**src/rtl/iso_irq_defines.svh**
```systemverilog
`ifndef ISO_IRQ_DEFINES_SVH
`define ISO_IRQ_DEFINES_SVH

// Register byte offsets
`define ISO_TX_EVENT_SET_OFS    8'h90
`define ISO_TX_EVENT_CLEAR_OFS  8'h94
`define ISO_TX_MASK_SET_OFS     8'h98
`define ISO_TX_MASK_CLEAR_OFS   8'h9c
`define ISO_RX_EVENT_SET_OFS    8'ha0
`define ISO_RX_EVENT_CLEAR_OFS  8'ha4
`define ISO_RX_MASK_SET_OFS     8'ha8
`define ISO_RX_MASK_CLEAR_OFS   8'hac
`define MAIN_MASK_SET_OFS       8'hc0
`define MAIN_MASK_CLEAR_OFS     8'hc4
`define SUMMARY_STATUS_OFS      8'hc8

// Field widths and positions
`define TX_CTX_COUNT            8
`define RX_CHAN_COUNT           4
`define MAIN_REQ_SEND_BIT       0
`define MAIN_ISO_SEND_BIT       6
`define MAIN_ISO_RECEIVE_BIT    7
`define MAIN_GLOBAL_EN_BIT      31

// Reset values
`define TX_EVENT_RESET          8'h00
`define TX_MASK_RESET           8'h00
`define RX_EVENT_RESET          4'h0
`define RX_MASK_RESET           4'h0

`endif

```
**src/rtl/iso_irq_pkg.sv**
```systemverilog
package iso_irq_pkg;

    typedef struct packed {
        logic global_irq_enable;
        logic iso_receive_en;
        logic iso_send_en;
        logic request_send_done_en;
    } main_mask_t;

    typedef struct packed {
        logic [7:0]  tx_event;
        logic [7:0]  tx_mask;
        logic [3:0]  rx_event;
        logic [3:0]  rx_mask;
        logic [7:0]  tx_irq_prev;
        logic [3:0]  rx_irq_prev;
        main_mask_t  main_mask;
        logic [31:0] rdata;
        logic        slverr;
    } state_t;

    typedef struct packed {
        logic iso_send_summary;
        logic iso_receive_summary;
        logic request_send_done_irq;
        logic irq;
    } irq_out_t;

endpackage : iso_irq_pkg

```
**src/rtl/iso_context_interrupt_regs.sv**
```systemverilog
// Behaviour
// - Request-done irq needs mask0 and event0 set
// - Send context completion raises its event
// - Receive context completion raises its event
// - Event bit sets on rising edge or set-write
// - Only clear-write of one clears event bit
// - Send clear read returns event AND mask
// - Receive clear read returns event AND mask
// - Send bits 7..0 flag send summary
// - Send event bits 31..8 read zero
// - Receive bits 3..0 flag receive summary
// - Receive event bits 31..4 read zero
// - Send mask via set and clear addresses
// - Send mask bit aligns with event bit
// - Receive mask via set and clear addresses
// - Receive mask bit aligns with event bit
// - Mask reads at either address return mask
// - Receive mask resets to zero
// - Send event upper bits read zero after reset
// - No combined irq without global enable
//
// The APB register port is this design's own decision.
`timescale 1ns/1ns
`include "iso_irq_defines.svh"

module iso_context_interrupt_regs (
    // Clock and reset
    input  wire logic                    core_clk,
    input  wire logic                    srst,
    // APB slave
    input  wire logic                    psel,
    input  wire logic                    penable,
    input  wire logic                    pwrite,
    input  wire logic [7:0]              paddr,
    input  wire logic [31:0]             pwdata,
    input  wire logic [3:0]              pstrb,
    output logic                         pready,
    output logic [31:0]                  prdata,
    output logic                         pslverr,
    // Context completion signals from the DMA engines
    input  wire logic [7:0]              tx_ctx_irq,
    input  wire logic [3:0]              rx_ctx_irq,
    // Main event register bit 0
    input  wire logic                    request_send_done,
    // Interrupt outputs
    output iso_irq_pkg::irq_out_t        irq_out
);

    iso_irq_pkg::state_t s_q;
    iso_irq_pkg::state_t s_d;

    // Bus phase qualifiers
    logic        wr_access;
    logic        rd_setup;

    // Offset hits, shared by the read and write decoders
    logic        hit_tx_event_set;
    logic        hit_tx_event_clear;
    logic        hit_tx_mask_set;
    logic        hit_tx_mask_clear;
    logic        hit_rx_event_set;
    logic        hit_rx_event_clear;
    logic        hit_rx_mask_set;
    logic        hit_rx_mask_clear;
    logic        hit_main_mask_set;
    logic        hit_main_mask_clear;
    logic        hit_summary;
    logic        hit_any;

    // Write strobes, one per writable offset
    logic        wr_tx_event_set;
    logic        wr_tx_event_clear;
    logic        wr_tx_mask_set;
    logic        wr_tx_mask_clear;
    logic        wr_rx_event_set;
    logic        wr_rx_event_clear;
    logic        wr_rx_mask_set;
    logic        wr_rx_mask_clear;
    logic        wr_main_mask_set;
    logic        wr_main_mask_clear;

    // Byte-lane filtered write data
    logic [31:0] wmask;
    logic [31:0] wbits;
    logic [7:0]  tx_wbits;
    logic [3:0]  rx_wbits;
    logic [3:0]  main_wbits;

    // Completion edges from the DMA contexts
    logic [7:0]  tx_rise;
    logic [3:0]  rx_rise;

    // Ones to set and ones to clear, per field
    logic [7:0]  tx_event_set_bits;
    logic [7:0]  tx_event_clear_bits;
    logic [7:0]  tx_mask_set_bits;
    logic [7:0]  tx_mask_clear_bits;
    logic [3:0]  rx_event_set_bits;
    logic [3:0]  rx_event_clear_bits;
    logic [3:0]  rx_mask_set_bits;
    logic [3:0]  rx_mask_clear_bits;
    logic [3:0]  main_set_bits;
    logic [3:0]  main_clear_bits;

    // Next values of the event and mask fields
    logic [7:0]  tx_event_nxt;
    logic [7:0]  tx_mask_nxt;
    logic [3:0]  rx_event_nxt;
    logic [3:0]  rx_mask_nxt;
    logic [3:0]  main_mask_nxt;

    // Pending sources and summaries
    logic [7:0]  tx_pending;
    logic [3:0]  rx_pending;
    logic        send_summary;
    logic        receive_summary;
    logic        req_irq;
    logic        send_irq;
    logic        receive_irq;
    logic        any_source;

    // Read path
    logic [31:0] tx_event_view;
    logic [31:0] tx_pending_view;
    logic [31:0] tx_mask_view;
    logic [31:0] rx_event_view;
    logic [31:0] rx_pending_view;
    logic [31:0] rx_mask_view;
    logic [31:0] main_view;
    logic [31:0] summary_view;
    logic [31:0] rd_word;
    logic        rd_err;

    // Zero wait states: every access completes in its first access cycle
    assign pready  = 1'b1;
    assign prdata  = s_q.rdata;
    assign pslverr = s_q.slverr;

    assign wr_access = psel & penable & pwrite;
    assign rd_setup  = psel & ~penable;

    assign hit_tx_event_set    = (paddr == `ISO_TX_EVENT_SET_OFS);
    assign hit_tx_event_clear  = (paddr == `ISO_TX_EVENT_CLEAR_OFS);
    assign hit_tx_mask_set     = (paddr == `ISO_TX_MASK_SET_OFS);
    assign hit_tx_mask_clear   = (paddr == `ISO_TX_MASK_CLEAR_OFS);
    assign hit_rx_event_set    = (paddr == `ISO_RX_EVENT_SET_OFS);
    assign hit_rx_event_clear  = (paddr == `ISO_RX_EVENT_CLEAR_OFS);
    assign hit_rx_mask_set     = (paddr == `ISO_RX_MASK_SET_OFS);
    assign hit_rx_mask_clear   = (paddr == `ISO_RX_MASK_CLEAR_OFS);
    assign hit_main_mask_set   = (paddr == `MAIN_MASK_SET_OFS);
    assign hit_main_mask_clear = (paddr == `MAIN_MASK_CLEAR_OFS);
    assign hit_summary         = (paddr == `SUMMARY_STATUS_OFS);
    assign hit_any             = hit_tx_event_set | hit_tx_event_clear | hit_tx_mask_set | hit_tx_mask_clear
                                 | hit_rx_event_set | hit_rx_event_clear | hit_rx_mask_set | hit_rx_mask_clear
                                 | hit_main_mask_set | hit_main_mask_clear | hit_summary;

    // Writes to the summary offset and to unmapped offsets change nothing
    assign wr_tx_event_set    = wr_access & hit_tx_event_set;
    assign wr_tx_event_clear  = wr_access & hit_tx_event_clear;
    assign wr_tx_mask_set     = wr_access & hit_tx_mask_set;
    assign wr_tx_mask_clear   = wr_access & hit_tx_mask_clear;
    assign wr_rx_event_set    = wr_access & hit_rx_event_set;
    assign wr_rx_event_clear  = wr_access & hit_rx_event_clear;
    assign wr_rx_mask_set     = wr_access & hit_rx_mask_set;
    assign wr_rx_mask_clear   = wr_access & hit_rx_mask_clear;
    assign wr_main_mask_set   = wr_access & hit_main_mask_set;
    assign wr_main_mask_clear = wr_access & hit_main_mask_clear;

    // Byte enables select which written ones count
    assign wmask      = {{8{pstrb[3]}}, {8{pstrb[2]}}, {8{pstrb[1]}}, {8{pstrb[0]}}};
    assign wbits      = pwdata & wmask;
    assign tx_wbits   = wbits[7:0];
    assign rx_wbits   = wbits[3:0];
    assign main_wbits = {wbits[`MAIN_GLOBAL_EN_BIT], wbits[`MAIN_ISO_RECEIVE_BIT],
                         wbits[`MAIN_ISO_SEND_BIT], wbits[`MAIN_REQ_SEND_BIT]};

    assign tx_rise = tx_ctx_irq & ~s_q.tx_irq_prev;
    assign rx_rise = rx_ctx_irq & ~s_q.rx_irq_prev;

    // Hardware edges join the set-writes; a set in the same cycle beats a clear
    assign tx_event_set_bits   = tx_rise | (wr_tx_event_set ? tx_wbits : 8'h00);
    assign tx_event_clear_bits = wr_tx_event_clear ? tx_wbits : 8'h00;
    assign tx_mask_set_bits    = wr_tx_mask_set ? tx_wbits : 8'h00;
    assign tx_mask_clear_bits  = wr_tx_mask_clear ? tx_wbits : 8'h00;
    assign rx_event_set_bits   = rx_rise | (wr_rx_event_set ? rx_wbits : 4'h0);
    assign rx_event_clear_bits = wr_rx_event_clear ? rx_wbits : 4'h0;
    assign rx_mask_set_bits    = wr_rx_mask_set ? rx_wbits : 4'h0;
    assign rx_mask_clear_bits  = wr_rx_mask_clear ? rx_wbits : 4'h0;
    assign main_set_bits       = wr_main_mask_set ? main_wbits : 4'h0;
    assign main_clear_bits     = wr_main_mask_clear ? main_wbits : 4'h0;

    assign tx_pending = s_q.tx_event & s_q.tx_mask;
    assign rx_pending = s_q.rx_event & s_q.rx_mask;

    // Send event bits
    set_clear_vec #(
        .WIDTH (`TX_CTX_COUNT)
    ) u_tx_event (
        .cur        (s_q.tx_event),
        .set_bits   (tx_event_set_bits),
        .clear_bits (tx_event_clear_bits),
        .nxt        (tx_event_nxt)
    );

    // Send mask bits
    set_clear_vec #(
        .WIDTH (`TX_CTX_COUNT)
    ) u_tx_mask (
        .cur        (s_q.tx_mask),
        .set_bits   (tx_mask_set_bits),
        .clear_bits (tx_mask_clear_bits),
        .nxt        (tx_mask_nxt)
    );

    // Receive event bits
    set_clear_vec #(
        .WIDTH (`RX_CHAN_COUNT)
    ) u_rx_event (
        .cur        (s_q.rx_event),
        .set_bits   (rx_event_set_bits),
        .clear_bits (rx_event_clear_bits),
        .nxt        (rx_event_nxt)
    );

    // Receive mask bits
    set_clear_vec #(
        .WIDTH (`RX_CHAN_COUNT)
    ) u_rx_mask (
        .cur        (s_q.rx_mask),
        .set_bits   (rx_mask_set_bits),
        .clear_bits (rx_mask_clear_bits),
        .nxt        (rx_mask_nxt)
    );

    // Main mask bits, in the order of the packed struct
    set_clear_vec #(
        .WIDTH (4)
    ) u_main_mask (
        .cur        (s_q.main_mask),
        .set_bits   (main_set_bits),
        .clear_bits (main_clear_bits),
        .nxt        (main_mask_nxt)
    );

    assign send_summary    = |tx_pending;
    assign receive_summary = |rx_pending;
    assign req_irq         = s_q.main_mask.request_send_done_en & request_send_done;
    assign send_irq        = send_summary & s_q.main_mask.iso_send_en;
    assign receive_irq     = receive_summary & s_q.main_mask.iso_receive_en;
    assign any_source      = req_irq | send_irq | receive_irq;

    // Reserved bits above each field read zero
    assign tx_event_view   = {24'h00_0000, s_q.tx_event};
    assign tx_pending_view = {24'h00_0000, tx_pending};
    assign tx_mask_view    = {24'h00_0000, s_q.tx_mask};
    assign rx_event_view   = {28'h000_0000, s_q.rx_event};
    assign rx_pending_view = {28'h000_0000, rx_pending};
    assign rx_mask_view    = {28'h000_0000, s_q.rx_mask};

    // Main mask and summary words, each bit at its register position
    always_comb begin
        main_view                           = 32'h0000_0000;
        main_view[`MAIN_GLOBAL_EN_BIT]      = s_q.main_mask.global_irq_enable;
        main_view[`MAIN_ISO_RECEIVE_BIT]    = s_q.main_mask.iso_receive_en;
        main_view[`MAIN_ISO_SEND_BIT]       = s_q.main_mask.iso_send_en;
        main_view[`MAIN_REQ_SEND_BIT]       = s_q.main_mask.request_send_done_en;
        summary_view                        = 32'h0000_0000;
        summary_view[`MAIN_ISO_RECEIVE_BIT] = receive_summary;
        summary_view[`MAIN_ISO_SEND_BIT]    = send_summary;
        summary_view[`MAIN_REQ_SEND_BIT]    = req_irq;
    end

    // Word shown for a read whose setup is this cycle; unmapped offsets are refused
    always_comb begin
        rd_word = 32'h0000_0000;
        rd_err  = ~hit_any;
        case (paddr)
            `ISO_TX_EVENT_SET_OFS: begin
                rd_word = tx_event_view;
            end
            `ISO_TX_EVENT_CLEAR_OFS: begin
                rd_word = tx_pending_view;
            end
            `ISO_TX_MASK_SET_OFS: begin
                rd_word = tx_mask_view;
            end
            `ISO_TX_MASK_CLEAR_OFS: begin
                rd_word = tx_mask_view;
            end
            `ISO_RX_EVENT_SET_OFS: begin
                rd_word = rx_event_view;
            end
            `ISO_RX_EVENT_CLEAR_OFS: begin
                rd_word = rx_pending_view;
            end
            `ISO_RX_MASK_SET_OFS: begin
                rd_word = rx_mask_view;
            end
            `ISO_RX_MASK_CLEAR_OFS: begin
                rd_word = rx_mask_view;
            end
            `MAIN_MASK_SET_OFS: begin
                rd_word = main_view;
            end
            `MAIN_MASK_CLEAR_OFS: begin
                rd_word = main_view;
            end
            `SUMMARY_STATUS_OFS: begin
                rd_word = summary_view;
            end
            default: begin
                rd_word = 32'h0000_0000;
            end
        endcase
    end

    always_comb begin
        s_d             = s_q;
        s_d.tx_irq_prev = tx_ctx_irq;
        s_d.rx_irq_prev = rx_ctx_irq;
        s_d.tx_event    = tx_event_nxt;
        s_d.rx_event    = rx_event_nxt;
        s_d.tx_mask     = tx_mask_nxt;
        s_d.rx_mask     = rx_mask_nxt;
        s_d.main_mask   = main_mask_nxt;

        // Read data is captured in the setup cycle and shown in the access cycle
        if (rd_setup) begin
            s_d.rdata  = rd_word;
            s_d.slverr = rd_err;
        end
    end

    always_ff @(posedge core_clk) begin
        if (srst) begin
            s_q             <= '0;
            s_q.tx_event    <= `TX_EVENT_RESET;
            s_q.tx_mask     <= `TX_MASK_RESET;
            s_q.rx_event    <= `RX_EVENT_RESET;
            s_q.rx_mask     <= `RX_MASK_RESET;
        end else begin
            s_q <= s_d;
        end
    end

    always_comb begin
        irq_out.iso_send_summary      = send_summary;
        irq_out.iso_receive_summary   = receive_summary;
        irq_out.request_send_done_irq = req_irq;
        irq_out.irq                   = s_q.main_mask.global_irq_enable & any_source;
    end

endmodule : iso_context_interrupt_regs

// Next value of a field written through paired set and clear offsets
module set_clear_vec #(
    parameter int WIDTH = 8
) (
    // Present value
    input  wire logic [WIDTH-1:0] cur,
    // Ones to set and ones to clear
    input  wire logic [WIDTH-1:0] set_bits,
    input  wire logic [WIDTH-1:0] clear_bits,
    // Next value
    output logic [WIDTH-1:0]      nxt
);

    // Clear is applied first so that a set in the same cycle wins
    assign nxt = (cur & ~clear_bits) | set_bits;

endmodule : set_clear_vec

```
**config.mk**
```make
export PLATFORM = sky130hd
export DESIGN_NAME = iso_context_interrupt_regs
export DESIGN_NICKNAME = d
export VERILOG_FILES = /design/src/rtl/iso_irq_pkg.sv /design/src/rtl/iso_context_interrupt_regs.sv
export VERILOG_INCLUDE_DIRS = /design/src /design/src/rtl
export SDC_FILE = /design/constraint.sdc
export NUM_CORES = 1
export LEC_CHECK = 0
export ABC_AREA = 1
export BUFFER_PORTS_ARGS = -buffer_cell sky130_fd_sc_hd__buf_2
export CORE_AREA = 2 2 80 82
export CTS_CLUSTER_SIZE = 10
export DETAILED_ROUTE_END_ITERATION = 8
export DIE_AREA = 0 0 82 84
export GPL_TIMING_DRIVEN = 0
export MAX_ROUTING_LAYER = met4
export PLACE_DENSITY_LB_ADDON = 0.15
export SETUP_SLACK_MARGIN = 0.3
export SLEW_MARGIN = 20
export SYNTH_ARGS = -nofsm -noshare
export SYNTH_HDL_FRONTEND = slang
export SYNTH_SLANG_ARGS = --single-unit
```
**constraint.sdc**
```tcl
create_clock -name core_clk -period 1.4 [get_ports core_clk]
set_clock_uncertainty 0.05 [all_clocks]
set_input_delay 0.28 -clock core_clk [delete_from_list [all_inputs] [get_ports core_clk]]
set_output_delay 0.28 -clock core_clk [all_outputs]
set_load 0.01 [all_outputs]
```
Word level (Yosys, flattened, before mapping)
Index checks and enable logic that the tools add are counted.
- bitwise operators: 55
- reduce and logical (&&, ||, !) cells: 5
- muxes and demuxes: 11
- equal/unequal tests: 11
- operator list (operator ; count):
    $pmux 32 s8 ; 1
    $eq 8x8->1 const B ; 11
    $and 32x32->32 ; 1
    $and 8x8->8 ; 4
    $mux 8 ; 4
    $mux 4 ; 6
    $not 8->8 ; 3
    $or 8x8->8 ; 3
    $and 4x4->4 ; 5
    $and 1x1->1 ; 17
    $not 4->4 ; 4
    $or 4x4->4 ; 4
    $or 1x1->1 ; 12
    $reduce_or 8->1 ; 1
    $reduce_or 2->1 ; 3
    $reduce_or 4->1 ; 1
    $not 1->1 ; 2
- output and inout bits: 38
- input bits: 62
- word-level logic and storage cells: 94
- register bits after elaboration: 73

Depth between registers and ports, before layout
- depth in word-level cells: 12
- depth in mapped cells: 11
- gate-level depth less buffers: 11

Modules after synthesis
From an unflattened synthesis, not the netlist that was laid out.
- cell total of the unflattened synthesis: 534
- area total of the unflattened synthesis: 3218.1 um^2
- modules (own cells, without submodules) (module ; sequential area each (um^2) ; area an instance (um^2) ; instances ; cells an instance):
    iso_context_interrupt_regs ; 1001.0 ; 2797.7 ; 1 ; 422
    set_clear_vec (u_tx_event ...) ; 0.0 ; 120.1 ; 2 ; 32
    set_clear_vec (u_main_mask ...) ; 0.0 ; 60.1 ; 3 ; 16

Worst setup path after synthesis
No wires, ideal clock.
- kind: input to register
- start point: in paddr[5]
- end point: reg s_q[65] in the netlist's numbering
- setup slack: 0.076 ns
- data required time: 1.216 ns
- stages on the path: 7
- data arrival time: 1.140 ns
- buffers on the path: 1
- setup time: 0.134 ns
- cell sequence: inv_1 > nand2_1 > nor2_8 > buf_6 > nand3_2 > o21ai_0 > a31oi_1
- cells in the longest elaborated chain, start to end: 6
- elaborated cells between the ends (all ways): 10
- those cells by class: eq/ne: 2; mux: 2; bitwise: 6
- ends and longest elaborated chain (element ; RTL line ; RTL):
    from (decl) ; iso_context_interrupt_regs.sv:34 ; input wire logic [7:0] paddr,
    $eq 8x8->1 ; -- ;
    $and 1x1->1 ; iso_context_interrupt_regs.sv:159 ; assign wr_tx_event_clear = wr_access & hit_tx_event_clear;
    $mux 8 ; iso_context_interrupt_regs.sv:182 ; assign tx_event_clear_bits = wr_tx_event_clear ? tx_wbits : 8'h00;
    $not 8->8 ; iso_context_interrupt_regs.sv:369 ; assign nxt = (cur & ~clear_bits) | set_bits;
    $and 8x8->8 ; iso_context_interrupt_regs.sv:369 ;
    $or 8x8->8 (*) ; iso_context_interrupt_regs.sv:369 ;
    to (decl) ; iso_context_interrupt_regs.sv:49 ; iso_irq_pkg::state_t s_q;
Every way passes the cells marked *; elsewhere a longest branch is shown, timed or not.
A chain may end at the register's enable or synchronous reset.

==> results.ini <==
[status]
status=complete, but fails checks
violations=negative setup slack

[logic_synthesis]
synth-async-reset-ratio_pct=0
yosys.area.top_type_share_pct=33.6
synthTopCellsByArea=dfxtp_1 34%, nand2_1 14%, buf_4 9.1%
synthTopCellsByCount=110 x nand2_1, 50 x dfxtp_1, 43 x inv_1, 36 x buf_4
netlist_area_sq_um=2980
syn_avg_cell_area_sq_um=7.08
synth_flop_cell=dfxtp_1
synth-edff-count=0
synth_area_leader_cell=dfxtp_1
yosysWarnings=0
synth_cells=421
ys_types=33
yosysSeqAreaShare_pct=33.6
yosysMostFrequentCell=nand2_1
synth-seq-cells=50

[floorplan]
die_w_microns=82
chipHeight_microns=84
rows=29
die_area_sq_um=6890
core-area_sq_um=6100
io_pins=100
initial_core_util_pct=48.9

[routing]
vias=3117
drt_iter0_drc=158
postRouteWirelength_mm=8.93
drt_pass1_iterations=7
final_antenna_net_count=0
drt-wirelength-per-cell_microns=14.4
viasPerCell=5.01
drc_errors=0

[cts]
cts_tree=done
cts_buffer_depth=2
clock_sinks=50
root_buffer=clkbuf_8
clock_latency_ps=310
cts_buffers=5
clk_pin_slew_ps=110
h-tree-depth=2

[power_and_ir_drop]
powerDensity_nw_per_um2=686
ir_drop_uv=809
power.leakage_nw=2.23

[setup_path]
end_kind=output port
crit_path_top_delay_cell=dfxtp_2
required_ps=1070
slowest_delay_ps=350
cp_num_cells=7
path_class=flop to output port
crit_top_cell=nand2_2
start_kind=flop
path_cells=nand2_2, nand2_2, nor2_4, nand2_4, a21oi_2, a21boi_2, buf_2
cp.arrival_ps=1350
cp_top_family=simple AND/OR/NAND/NOR gates
crit_buf_inv=1
crit_fanout=3
r2r_cells=8

[grt]
overflow=0
grt_usage_pct=24.8
grt_pass1_wl_mm=12.6
grt_pass1_vias=2736
grt_max_degree=17
grt_antenna_before_repair=0

[finish]
diodes=0
utilization_pct=77.8
area_growth_pct=59.1
drive_above_1_share_pct=56.9
fillerInstances=430
final_cell_count_no_fill=622
nets=606

[place]
routabilityCongestion=0.896
dpl.hpwl_mm=5.66
port_buffers=48
dp_cells=568

[timing]
post-route-period-util_pct=120
max_freq_mhz=597
hold_viol_final=0
slew_viol_final=0
layout_min_cycle_time_ps=1680
relSlewSlack_pct=49.6
tightest_slew_ps=756
setup_viol=3
fin_ws_ps=-275
rsz0062_at_grt=true

[min_path]
hold-path-cell-count=3
hp-class=input pin to flop

[flow_run]
maxCapViolCount=0

## metrics by stage
stage | setup TNS [ps] | cell area [sq um] | total power, mW | hold WS [ps] | worst slack [ps]
floorplan | 0 | 3220 | 1.82 | 350 | 213
global route | -850 | 4740 | 3.36 | 132 | -331
finish | -707 | 4740 | 3.25 | 117 | -275
detailed placement | -6200 | 3560 | 1.96 | 404 | -270
global placement | -5860 | 3560 | 1.95 | 403 | -240
CTS | -722 | 4300 | 3.15 | 123 | -285
## kinds of logic after synthesis
group                  count (synthesis)  share of synthesized area (%)
AOI/OAI and AO/OA                     81                           15.7
buffers and inverters                 93                           16.6
DFF                                   50                           33.6
other                                  2                          0.252
and+or+nand+nor                      195                           33.8
## power breakdown
group | total, mW | leakage (nW) | internal (mW) | switching [mW]
Clock | 1.13 | 0.0618 | 0.589 | 0.537
Combinational | 0.623 | 1.74 | 0.288 | 0.334
Sequential | 1.50 | 0.424 | 1.47 | 0.0290
## routing by layer
metal  track usage [%]  part of all wire [%]
met1              30.1                    40
met2              40.1                    52
met3              4.98                   5.9
met4              8.94                   2.0
met5                 -                     0
## area by class of cell
cell class / count / area [sq um] / area share [%]
Timing Repair Buffer: 94 / 866 / 18.3
Inverter: 48 / 277 / 5.83
Clock inverter: 2 / 38.8 / 0.818
Sequential cell: 50 / 1050 / 22.1
Clock buffer: 6 / 82.6 / 1.74
Multi-Input combinational cell: 300 / 1980 / 41.7
Buffer: 45 / 359 / 7.57
Tap cell: 77 / 96.3 / 2.03
## cells in the final DEF (no fill, tap or decap), types with 8 or more instances in the layout
cell type,Yosys,layout
nand2_2,5,33
buf_6,1,31
buf_2,1,28
conb_1,2,24
or2_2,8,8
buf_12,0,10
dfxtp_1,50,16
a21oi_2,4,11
inv_1,43,29
nand2_4,6,9
o21ai_1,6,15
nor2_4,2,8
nor2_1,27,24
nand2_1,110,73
nand3_1,16,11
o21ai_2,0,19
inv_2,3,8
buf_4,36,60
dfxtp_2,0,33
a21oi_1,28,21
a31oi_1,8,8
## sequential cells by signal, summed over array words and instances, names as in the netlist
register	flops
main_view	4
rx_mask_view	4
rx_event_view	4
pslverr	1
prdata	9
s_q	28
## worst min-delay path, cell delays in order
cell    delay [ps]
buf_2           70
inv_1           40
nor2_1          60
## worst paths after layout
path,startpoint,end,slack (ps)
setup / recovery,s_q[57],irq_out[0],-280
hold / removal,tx_ctx_irq[6],s_q[47],120
setup reg to reg,rx_mask_view[1],prdata[7],160
hold reg to reg,prdata[31],prdata[31],430
## repair_timing
| item | in CTS | in global routing |
|---|---|---|
| resized for setup | 106 | 90 |
| buffers inserted | 29 | 16 |
| hold buffers | 0 | 0 |
| hold endpoints to repair | 0 | 0 |
| cloned | 1 | 0 |
| setup endpoints to repair | 51 | 49 |
| pin swaps | 41 | 46 |
(Power assumes the default switching activity.)
